`config.mk`:
```
export PLATFORM = sky130hd
export DESIGN_NAME = mrc_run_ctrl
export DESIGN_NICKNAME = d
export VERILOG_FILES = /design/src/hw/mrc_pkg.sv /design/src/hw/mrc_flag.sv /design/src/hw/mrc_run_ctrl.sv
export SDC_FILE = /design/constraint.sdc
export NUM_CORES = 1
export LEC_CHECK = 0
export ABC_AREA = 0
export BUFFER_PORTS_ARGS = -buffer_cell sky130_fd_sc_hd__buf_4
export CAP_MARGIN = 20
export CORE_ASPECT_RATIO = 1.2
export CORE_MARGIN = 4
export CORE_UTILIZATION = 50
export DETAILED_ROUTE_END_ITERATION = 8
export GPL_TIMING_DRIVEN = 0
export PLACE_DENSITY = 0.76
export SLEW_MARGIN = 30
export SYNTH_ARGS = -nofsm -noshare
export SYNTH_HDL_FRONTEND = slang
export SYNTH_SLANG_ARGS = --single-unit
```
`constraint.sdc`:
```
create_clock -name clk -period 1.9 [get_ports clk]
set_clock_uncertainty 0.05 [all_clocks]
set_input_delay 0 -clock clk [delete_from_list [all_inputs] [get_ports clk]]
set_output_delay 0 -clock clk [all_outputs]
set_load 0.01 [all_outputs]
```
`src/hw/mrc_pkg.sv`:
```
package mrc_pkg;
   // ------------------------------------------------------------
   // Register indices
   // ------------------------------------------------------------
   localparam logic [4:0] MRC_REG_NVM    = 5'h1C;
   localparam logic [4:0] MRC_REG_MASK   = 5'h1D;
   localparam logic [4:0] MRC_REG_DIAG   = 5'h1E;
   localparam logic [4:0] MRC_REG_RUN    = 5'h1F;
   localparam int         MRC_ADDR_W     = 5;
   localparam int         MRC_DATA_W     = 16;
   localparam int         MRC_SET_W      = 10;
   localparam int         MRC_FLAG_W     = 6;
   // ------------------------------------------------------------
   // Run register fields
   // ------------------------------------------------------------
   localparam int MRC_RUN_BIT      = 0;
   localparam int MRC_DIR_BIT      = 1;
   localparam int MRC_BRAKE_BIT    = 2;
   localparam int MRC_RESTART_BIT  = 3;
   localparam int MRC_FSTOP_BIT    = 4;
   localparam logic [9:0] MRC_RUN_RESET  = 10'h010;
   localparam logic [9:0] MRC_MASK_RESET = 10'h000;
   localparam logic [9:0] MRC_DIAG_RESET = 10'h000;
   // ------------------------------------------------------------
   // Fault flag positions within the 6-bit field
   // ------------------------------------------------------------
   localparam int MRC_FF_GENERAL = 5;
   localparam int MRC_FF_POR     = 4;
   localparam int MRC_FF_MEM     = 3;
   localparam int MRC_FF_WDOG    = 2;
   localparam int MRC_FF_SOC     = 1;
   localparam int MRC_FF_WEAR    = 0;
   localparam logic [10:0] MRC_WEAR_LIMIT = 11'h3FF;
   // ------------------------------------------------------------
   // Drive states
   // ------------------------------------------------------------
   typedef enum logic [2:0] {
      MRC_ST_STOP    = 3'b000,
      MRC_ST_STARTUP = 3'b001,
      MRC_ST_DRIVE   = 3'b010,
      MRC_ST_BRAKE   = 3'b011,
      MRC_ST_COAST   = 3'b100
   } mrc_state_t;
   localparam logic [7:0] MRC_STARTUP_CYC = 8'hFF;
endpackage : mrc_pkg

```
`src/hw/mrc_flag.sv`:
```
`timescale 1ns/100ps
`default_nettype none
// Sticky fault flag; set wins over clear
module mrc_flag (
   input  wire logic clk,
   input  wire logic reset_n,
   input  wire logic set,
   input  wire logic clear,
   output logic      flag
);
   always_ff @(posedge clk) begin
      if (!reset_n) begin
         flag <= 1'b0;
      end else if (set) begin
         flag <= 1'b1;
      end else if (clear) begin
         flag <= 1'b0;
      end
   end
endmodule // mrc_flag
`default_nettype wire

```
`src/hw/mrc_run_ctrl.sv`:
```
// Function
// Restart select 0: no restart on sync loss, motor coasts.
// Restart select 1 with run and no brake: restart after sync loss or overcurrent.
// Brake bit acts only while run bit is 1.
// Run and brake both 1: all three low sides on.
// Brake bit ignored during startup sequence.
// Forward when direction bit equals direction pin, else reverse.
// Run 0 stops excitation; run 1 starts the motor.
// Reads return fault flags in top 6 bits, settings in low 10.
// Flags 15..10: general, power-on reset, memory, watchdog, overcurrent, wear.
// Host holds direction, reset, serial pins low until logic supply is up.
// Host lowers speed command before stopping the motor.
// Fault-stop select 0 keeps driving; 1 turns all transistors off.
// Count nonvolatile writes; beyond 1023 set wear flag permanently.
// Fault flag field is read-only to host writes.
//
// Local design decisions: the plain strobed port and the address map.
`timescale 1ns/100ps
`default_nettype none
module mrc_run_ctrl
   import mrc_pkg::*;
(
   input  wire logic                          clk,
   input  wire logic                          reset_n,
   input  wire logic [mrc_pkg::MRC_ADDR_W-1:0] addr,
   input  wire logic [mrc_pkg::MRC_DATA_W-1:0] wdata,
   input  wire logic                          wr,
   input  wire logic                          rd,
   output logic      [mrc_pkg::MRC_DATA_W-1:0] rdata,
   input  wire logic                          direction_pin,
   input  wire logic                          sync_loss_fault,
   input  wire logic                          soft_overcurrent_protection,
   input  wire logic                          hard_overcurrent_protection,
   input  wire logic                          por_event,
   input  wire logic                          memory_error_event,
   input  wire logic                          watchdog_event,
   input  wire logic                          nvm_write_done,
   output logic                               excite,
   output logic                               forward,
   output logic                               low_side_on,
   output logic                               all_off,
   output logic                               restart_pulse
);
   import mrc_pkg::*;

   // ------------------------------------------------------------
   // State
   // ------------------------------------------------------------
   typedef struct packed {
      logic [9:0]  run_reg;
      logic [9:0]  mask_reg;
      logic [9:0]  diag_reg;
      logic [10:0] wear_cnt;
      logic        wear;
      logic        fault_hold;
      mrc_state_t  st;
      logic [7:0]  tmr;
      logic        restart;
      logic [15:0] rdata;
   } mrc_regs_t;

   mrc_regs_t r;
   mrc_regs_t next_r;
   logic [5:0] flags;
   logic       any_fault;
   logic       clr_flags;
   logic       oc_any;
   logic       run_bit;
   logic       brake_bit;

   // ------------------------------------------------------------
   // Sticky fault flags
   // ------------------------------------------------------------
   // Flags clear only by a write of 0 to the run bit; set still wins
   assign clr_flags = wr && (addr == MRC_REG_RUN) && !wdata[MRC_RUN_BIT];
   assign oc_any    = soft_overcurrent_protection | hard_overcurrent_protection;
   assign any_fault = sync_loss_fault | oc_any | por_event | memory_error_event
                    | watchdog_event;

   mrc_flag u_ff (
      .clk     (clk),
      .reset_n (reset_n),
      .set     (any_fault),
      .clear   (clr_flags),
      .flag    (flags[MRC_FF_GENERAL])
   );
   mrc_flag u_por (
      .clk     (clk),
      .reset_n (reset_n),
      .set     (por_event),
      .clear   (clr_flags),
      .flag    (flags[MRC_FF_POR])
   );
   mrc_flag u_mem (
      .clk     (clk),
      .reset_n (reset_n),
      .set     (memory_error_event),
      .clear   (clr_flags),
      .flag    (flags[MRC_FF_MEM])
   );
   mrc_flag u_wdog (
      .clk     (clk),
      .reset_n (reset_n),
      .set     (watchdog_event),
      .clear   (clr_flags),
      .flag    (flags[MRC_FF_WDOG])
   );
   mrc_flag u_soc (
      .clk     (clk),
      .reset_n (reset_n),
      .set     (soft_overcurrent_protection),
      .clear   (clr_flags),
      .flag    (flags[MRC_FF_SOC])
   );
   assign flags[MRC_FF_WEAR] = r.wear;

   assign run_bit   = r.run_reg[MRC_RUN_BIT];
   assign brake_bit = r.run_reg[MRC_BRAKE_BIT];

   // ------------------------------------------------------------
   // Next state
   // ------------------------------------------------------------
   always_comb begin
      next_r = r;
      next_r.restart = 1'b0;
      next_r.rdata = '0;
      if (wr) begin
         // Upper six bits of wdata are dropped: flags are read-only
         case (addr)
            MRC_REG_RUN:  next_r.run_reg  = wdata[MRC_SET_W-1:0];
            MRC_REG_MASK: next_r.mask_reg = wdata[MRC_SET_W-1:0];
            MRC_REG_DIAG: next_r.diag_reg = wdata[MRC_SET_W-1:0];
            default:      next_r.run_reg  = r.run_reg;
         endcase
      end
      if (rd) begin
         case (addr)
            MRC_REG_RUN:  next_r.rdata = {flags, r.run_reg};
            MRC_REG_MASK: next_r.rdata = {flags, r.mask_reg};
            MRC_REG_DIAG: next_r.rdata = {flags, r.diag_reg};
            MRC_REG_NVM:  next_r.rdata = {flags, r.wear_cnt[MRC_SET_W-1:0]};
            default:      next_r.rdata = {flags, {MRC_SET_W{1'b0}}};
         endcase
      end
      // Counter saturates once past the limit so the flag cannot wrap away
      if (nvm_write_done && !r.wear_cnt[MRC_SET_W]) begin
         next_r.wear_cnt = r.wear_cnt + 11'h001;
      end
      if (r.wear_cnt > MRC_WEAR_LIMIT) begin
         next_r.wear = 1'b1;
      end
      if ((any_fault) && r.run_reg[MRC_FSTOP_BIT]) begin
         next_r.fault_hold = 1'b1;
      end
      if (!run_bit) begin
         next_r.fault_hold = 1'b0;
      end
      case (r.st)
         MRC_ST_STOP: begin
            next_r.tmr = '0;
            if (run_bit) begin
               next_r.st = MRC_ST_STARTUP;
            end
         end
         MRC_ST_STARTUP: begin
            // Startup excitation runs whatever the brake bit says
            next_r.tmr = r.tmr + 8'h01;
            if (!run_bit) begin
               next_r.st = MRC_ST_STOP;
            end else if (r.tmr == MRC_STARTUP_CYC) begin
               next_r.st = brake_bit ? MRC_ST_BRAKE : MRC_ST_DRIVE;
            end
         end
         MRC_ST_DRIVE: begin
            if (!run_bit) begin
               next_r.st = MRC_ST_STOP;
            end else if (brake_bit) begin
               next_r.st = MRC_ST_BRAKE;
            end else if (sync_loss_fault || oc_any) begin
               if (r.run_reg[MRC_RESTART_BIT]) begin
                  next_r.st = MRC_ST_STARTUP;
                  next_r.tmr = '0;
                  next_r.restart = 1'b1;
               end else if (sync_loss_fault) begin
                  next_r.st = MRC_ST_COAST;
               end
            end
         end
         MRC_ST_BRAKE: begin
            if (!run_bit) begin
               next_r.st = MRC_ST_STOP;
            end else if (!brake_bit) begin
               next_r.st = MRC_ST_DRIVE;
            end
         end
         MRC_ST_COAST: begin
            // Only a stop command leaves coasting
            if (!run_bit) begin
               next_r.st = MRC_ST_STOP;
            end
         end
         default: next_r.st = MRC_ST_STOP;
      endcase
   end

   always_ff @(posedge clk) begin
      if (!reset_n) begin
         r.run_reg    <= MRC_RUN_RESET;
         r.mask_reg   <= MRC_MASK_RESET;
         r.diag_reg   <= MRC_DIAG_RESET;
         r.wear_cnt   <= '0;
         r.wear       <= 1'b0;
         r.fault_hold <= 1'b0;
         r.st         <= MRC_ST_STOP;
         r.tmr        <= '0;
         r.restart    <= 1'b0;
         r.rdata      <= '0;
      end else begin
         r <= next_r;
      end
   end

   // ------------------------------------------------------------
   // Outputs
   // ------------------------------------------------------------
   assign rdata         = r.rdata;
   assign restart_pulse = r.restart;
   assign forward       = (r.run_reg[MRC_DIR_BIT] == direction_pin);
   assign all_off       = r.fault_hold;
   assign excite        = ((r.st == MRC_ST_STARTUP) || (r.st == MRC_ST_DRIVE))
                          && !r.fault_hold;
   assign low_side_on   = (r.st == MRC_ST_BRAKE) && run_bit && !r.fault_hold;

   // ------------------------------------------------------------
   // Checks
   // ------------------------------------------------------------
   a_stop_no_excite: assert property (@(posedge clk) disable iff (!reset_n)
      !run_bit |=> (!excite && !low_side_on))
      else $error("excitation while run bit clear");
   a_brake_needs_run: assert property (@(posedge clk) disable iff (!reset_n)
      low_side_on |-> (run_bit && $past(run_bit)))
      else $error("brake without run");
   a_brake_engages: assert property (@(posedge clk) disable iff (!reset_n)
      (r.st == MRC_ST_DRIVE && run_bit && brake_bit && !r.fault_hold && !wr && !any_fault)
      |=> low_side_on)
      else $error("brake did not engage");
   a_dir_map: assert property (@(posedge clk) disable iff (!reset_n)
      forward == !(r.run_reg[MRC_DIR_BIT] ^ direction_pin))
      else $error("direction mapping wrong");
   a_no_restart: assert property (@(posedge clk) disable iff (!reset_n)
      (r.st == MRC_ST_DRIVE && sync_loss_fault && !r.run_reg[MRC_RESTART_BIT]
       && run_bit && !brake_bit) |=> (r.st == MRC_ST_COAST && !restart_pulse))
      else $error("restart without select");
   a_restart_go: assert property (@(posedge clk) disable iff (!reset_n)
      (r.st == MRC_ST_DRIVE && oc_any && r.run_reg[MRC_RESTART_BIT]
       && run_bit && !brake_bit) |=> restart_pulse ##1 !restart_pulse)
      else $error("restart missing");
   a_startup_brake: assert property (@(posedge clk) disable iff (!reset_n)
      (r.st == MRC_ST_STARTUP && r.tmr != MRC_STARTUP_CYC)
      |=> (r.st != MRC_ST_BRAKE && !low_side_on))
      else $error("brake bit acted in startup");
   a_read_format: assert property (@(posedge clk) disable iff (!reset_n)
      (rd && addr == MRC_REG_RUN && !wr && !any_fault && !clr_flags)
      |=> rdata == {$past(flags), $past(r.run_reg)})
      else $error("read format wrong");
   a_fault_stop: assert property (@(posedge clk) disable iff (!reset_n)
      (any_fault && r.run_reg[MRC_FSTOP_BIT] && run_bit && !wr) |=> (all_off && !excite))
      else $error("fault stop failed");
   a_wear_sticky: assert property (@(posedge clk) disable iff (!reset_n)
      flags[MRC_FF_WEAR] |=> flags[MRC_FF_WEAR])
      else $error("wear flag dropped");
   a_soc_flag: assert property (@(posedge clk) disable iff (!reset_n)
      soft_overcurrent_protection |=> (flags[MRC_FF_SOC] && flags[MRC_FF_GENERAL]))
      else $error("overcurrent flag not set");

   // ------------------------------------------------------------
   // Checks of start, restart, hold, flag and read-data paths
   // ------------------------------------------------------------
   a_restart_idle: assert property (@(posedge clk) disable iff (!reset_n)
      restart_pulse |-> (r.st == MRC_ST_STARTUP && r.tmr == '0))
      else $error("restart pulse outside fresh startup");
   a_coast_holds: assert property (@(posedge clk) disable iff (!reset_n)
      (r.st == MRC_ST_COAST && run_bit) |=> (r.st == MRC_ST_COAST && !excite))
      else $error("coasting motor restarted");
   a_stop_to_start: assert property (@(posedge clk) disable iff (!reset_n)
      (r.st == MRC_ST_STOP && run_bit) |=> (r.st == MRC_ST_STARTUP))
      else $error("run bit did not start motor");
   // Flags other than wear may only move by a fault event or a run-bit clear
   a_flag_ro: assert property (@(posedge clk) disable iff (!reset_n)
      (!any_fault && !clr_flags)
      |=> (flags[MRC_FF_GENERAL:MRC_FF_SOC] == $past(flags[MRC_FF_GENERAL:MRC_FF_SOC])))
      else $error("fault flags changed by write");
   a_wear_sets: assert property (@(posedge clk) disable iff (!reset_n)
      (r.wear_cnt > MRC_WEAR_LIMIT) |=> flags[MRC_FF_WEAR])
      else $error("wear flag not set");
   a_hold_release: assert property (@(posedge clk) disable iff (!reset_n)
      !run_bit |=> !all_off)
      else $error("fault hold kept with run clear");
   a_rdata_idle: assert property (@(posedge clk) disable iff (!reset_n)
      !rd |=> (rdata == '0))
      else $error("read data outside read cycle");

endmodule // mrc_run_ctrl
`default_nettype wire
```
==> results.md <==
* Achievable Freq at 0.568 GHz
* Hold path depth at 4
* Max-slew headroom at the worst pin at 0.598
* Reg2reg end: r[26]$_SDFFE_PN0P_
* Average vias per placed instance at 5.44
* Total non-filler cell area in the finished layout at 0.00418 mm²
* Final Hold Slack at 0.0702 ns
* Detailed router's first-iteration violation count at 150
* Post-cts sizing count at 0
* Maximum number of pins on one net before global-route repair at 15
* Routability-driven placement congestion ratio at 0.842
* Status: complete, no violations
* Largest fanout of any net on the critical path at 5
* Clock tree from TritonCTS: yes
* Sequential fraction of the synthesis area at 0.454
* Path category of the worst min-delay check: in2reg
* Insertion delay of the later-clocked pin in the worst-skew pair at 0.35 ns
* WP buf/inv at 0
* Slack of the worst reg-to-reg path at 0.14 ns
* Inserted Clock Buffers at 9
* Async set-reset flop share out of synthesis at 0
* Arrival @ worst endpoint at 1.94 ns
* Sequence of cells on the critical path: ha_1, nand3_1, or2_1, o211ai_2, o311ai_1, mux2i_1
* Cell area after technology mapping at 0.00335 mm²
* Layout Nets at 495
* Largest buffer count on any clock path at 2
* Die height at 97.6 µm
* Most utilized layer in the global route result: met2
* Count of final setup violators at 0
* HPWL after detailed placement at 5710 µm
* Post-DR wirelength/cell at 14.8 µm
* Core Region at 0.00649 mm²
* Final WL at 8130 µm
* Total internal power at 2470 µW
* Type of destination of the critical path: flop
* Gate count after technology mapping at 387
* Slew @ Worst Pin at 0.599 ns
* Library cell contributing the largest single delay on the critical path: sky130_fd_sc_hd__dfxtp_1
* Number of top-level pins at 54
* End-of-flow core utilization at 0.645
* Total inserted antenna cells at 0
* Clock tree root buffer cell: sky130_fd_sc_hd__clkbuf_8
* Proportion of power drawn by combinational gates at 0.064
* Post-DRT Antenna Nets at 0
* Crit Reg-Reg Startpoint: r[17]$_SDFFE_PN0P_
* Number of cells traversed by the worst register-to-register path at 6
* Final Max Slew Viols at 0
* Leakage power at 0.00158 µW
* Count of clock tree sinks at 76
* Largest stage delay on the critical path at 0.40 ns
* Clock share of power at 0.429
* Total of flip-flops plus latches after synthesis at 76
* Starting density of the core at 0.516
* Width of the die at 82.7 µm
* Data required time of the worst path at 2.08 ns
* Final period demand of the worst path at 1.76 ns
* Proportion of netlist area held by the largest area contributor at 0.454
* Routing usage on met3 at 0.0408
* Multi-input logic area at 0.00159 mm²
* Flop pwr share at 0.507
* Launch point of the worst hold path: sync_loss_fault
* Area growth syn-to-layout at 25.0%
* Clock transition time at the flip-flop clock pins of the worst setup and hold paths at 0.08 ns
* # port buffers at 46
* Total power divided by cell area at 767 mW/mm²
* Setup TNS after final layout at 0 ns
* Largest cells by area after synthesis: sky130_fd_sc_hd__dfxtp_1, sky130_fd_sc_hd__a21boi_0, sky130_fd_sc_hd__nand3_1
* Full die area at 0.00807 mm²
* Part of the cycle the worst path needs at 0.927
* Wire length of the first global-routing pass at 13200 µm
* GRT Overall Usage at 0.210
* DR pass1 iterations at 5
* Met1 Use GR at 0.269
* Hold Path End: restart_pulse$_SDFF_PP0_
* Critical path class: reg2reg
* Placement-stage cell area at 0.00380 mm²
* Net switching share of the total power at 0.232
* CP top delay family: compound AO/OA/AOI/OAI gates
* Residual DRC at 0
* Most frequently used flop master after synthesis: sky130_fd_sc_hd__dfxtp_1
* Reported net switching power at 744 µW
* Library cells used by synthesis at 44
* Sequential cell area at 0.00152 mm²
* Number of warnings reported in the yosys synthesis log at 0
* Vias in the first global route at 2816
* Endpoints failing hold at 0
* Worst IR Drop VDD at 0.000434 V
* Yosys top cell by area: sky130_fd_sc_hd__dfxtp_1
* Via count at 2993
* Share of cells above drive strength 1 at 0.200
* Total congestion overflow at 0
* Number of H-tree levels at 3
* Post-Synthesis Net Count at 422
* Average cell area after synthesis at 8.65 µm²
* CP startpoint kind: flop
* Max_cap viols at 0
* Met2 capacity usage during global routing at 0.332
* Number of antenna violations at the first check in global routing at 0
* Std-Cell Rows at 32
* Setup repair after global routing missed its margin: no
* Number of fillers in the final layout at 572
* Count of flip-flops with a built-in enable after synthesis at 0
[per-layer routing]
metal | vias up | share of wire
met4 | 0 | 0.031
met3 | 19 | 0.060
met1 | 1392 | 0.42
li1 | 1495 | -
met2 | 87 | 0.48
met5 | - | 0
[registers in the layout (all words and copies together) (netlist names)]
signal	count
brake_bit	1
flags	1
restart_pulse	1
u_ff.flag	1
u_soc.flag	1
r	51
rdata	16
u_por.flag	1
u_mem.flag	1
u_wdog.flag	1
all_off	1
[metrics by stage]
| stage | std cells | total power, µW | setup WS (ns) |
|---|---|---|---|
| finish | 550 | 3210 | 0.139 |
| global route | 550 | 3320 | 0.00128 |
| CTS | 550 | 3230 | 0.150 |
| detailed placement | 518 | 1840 | 0.163 |
| global placement | 518 | 1840 | 0.194 |
| floorplan | 387 | 1750 | 0.334 |
[Yosys cell counts, types with 2 or more instances]
cell / instances
sky130_fd_sc_hd__a21oi_1: 20
sky130_fd_sc_hd__buf_4: 17
sky130_fd_sc_hd__or2_1: 2
sky130_fd_sc_hd__nand3_1: 41
sky130_fd_sc_hd__dfxtp_1: 76
sky130_fd_sc_hd__mux2i_1: 3
sky130_fd_sc_hd__xnor2_1: 6
sky130_fd_sc_hd__ha_1: 2
sky130_fd_sc_hd__nand4_1: 6
sky130_fd_sc_hd__a31oi_1: 6
sky130_fd_sc_hd__and3_1: 8
sky130_fd_sc_hd__nor2_1: 11
sky130_fd_sc_hd__and2_1: 7
sky130_fd_sc_hd__a21boi_0: 30
sky130_fd_sc_hd__nor3_1: 6
sky130_fd_sc_hd__xor2_1: 4
sky130_fd_sc_hd__nand2_1: 48
sky130_fd_sc_hd__buf_2: 4
sky130_fd_sc_hd__inv_1: 5
sky130_fd_sc_hd__or3_1: 6
sky130_fd_sc_hd__nor2b_1: 8
sky130_fd_sc_hd__clkbuf_1: 19
sky130_fd_sc_hd__a22oi_1: 20
sky130_fd_sc_hd__o21ai_0: 12
[worst register-to-register path: cells and delay by family, from the launching register on]
kind	cells	cell delay, ns
AOI/OAI and AO/OA	2	0.41
DFF	1	0.40
and+or+nand+nor	2	0.41
adders and majority gates	1	0.21
muxes	1	0.16
[power groups by stage]
stage               Combinational, µW  Sequential [µW]  Clock, µW
global placement                  176             1660          0
floorplan                        89.3             1660          0
detailed placement                179             1660          0
CTS                               206             1630       1400
finish                            205             1630       1380
global route                      225             1630       1460
[what timing repair did]
| action | CTS | global route |
|---|---|---|
| setup endpoints to repair | 0 | 0 |
| buffers inserted | 0 | 0 |
| hold buffers | 16 | 0 |
| hold endpoints to repair | 43 | 0 |
[placed cells by master, fill, tap and decap left out, types with 4 or more instances in the layout]
master                          instances
sky130_fd_sc_hd__buf_4                 63
sky130_fd_sc_hd__inv_1                  5
sky130_fd_sc_hd__buf_2                  4
sky130_fd_sc_hd__clkbuf_1              19
sky130_fd_sc_hd__nand2_1               48
sky130_fd_sc_hd__nand4_1                6
sky130_fd_sc_hd__a21oi_1               20
sky130_fd_sc_hd__o21ai_0               12
sky130_fd_sc_hd__or3_1                  6
sky130_fd_sc_hd__xor2_1                 4
sky130_fd_sc_hd__dlygate4sd3_1         16
sky130_fd_sc_hd__a21boi_0              30
sky130_fd_sc_hd__clkbuf_8               9
sky130_fd_sc_hd__nor3_1                 6
sky130_fd_sc_hd__nor2_1                11
sky130_fd_sc_hd__a31oi_1                6
sky130_fd_sc_hd__nand3_1               41
sky130_fd_sc_hd__dfxtp_1               76
sky130_fd_sc_hd__nor2b_1                8
sky130_fd_sc_hd__a22oi_1               20
sky130_fd_sc_hd__and3_1                 8
sky130_fd_sc_hd__xnor2_1                6
sky130_fd_sc_hd__and2_1                 7
[worst max-delay path by stage]
stage | start | endpoint | cells after the start
6_report | r[17]$_SDFFE_PN0P_ | r[26]$_SDFFE_PN0P_ | 6
5_1_grt | r[17]$_SDFFE_PN0P_ | r[26]$_SDFFE_PN0P_ | 6
4_1_cts | r[17]$_SDFFE_PN0P_ | r[26]$_SDFFE_PN0P_ | 6
3_5_place_dp | r[17]$_SDFFE_PN0P_ | r[26]$_SDFFE_PN0P_ | 6
3_3_place_gp | r[17]$_SDFFE_PN0P_ | r[27]$_SDFFE_PN0P_ | 6
2_1_floorplan | r[30]$_SDFFE_PN0P_ | r[38]$_SDFFE_PN0P_ | 5
[kinds of logic (layout without fill, tap and decap cells)]
family / Yosys count / count (layout) / share of synthesized area
AND/OR/NAND/NOR: 154 / 154 / 0.237
AO/OA/AOI/OAI: 97 / 97 / 0.195
flip-flops: 76 / 76 / 0.454
buffers and inverters: 45 / 123 / 0.0710
XOR/XNOR: 10 / 10 / 0.0262
multiplexers: 3 / 3 / 0.00897
adder cells (fa/ha/maj): 2 / 2 / 0.00747
[cell type report]
class                   instances  area share
flip-flops and latches         76       0.364
plain buffers                  40      0.0523
multi-input cells             266       0.380
clock buffers                   9      0.0296
clock inverters                 7      0.0239
inverters                       5     0.00449
well taps                      85      0.0254
repair buffers                 62       0.121
No activity file was read; power rests on OpenSTA's default activity.
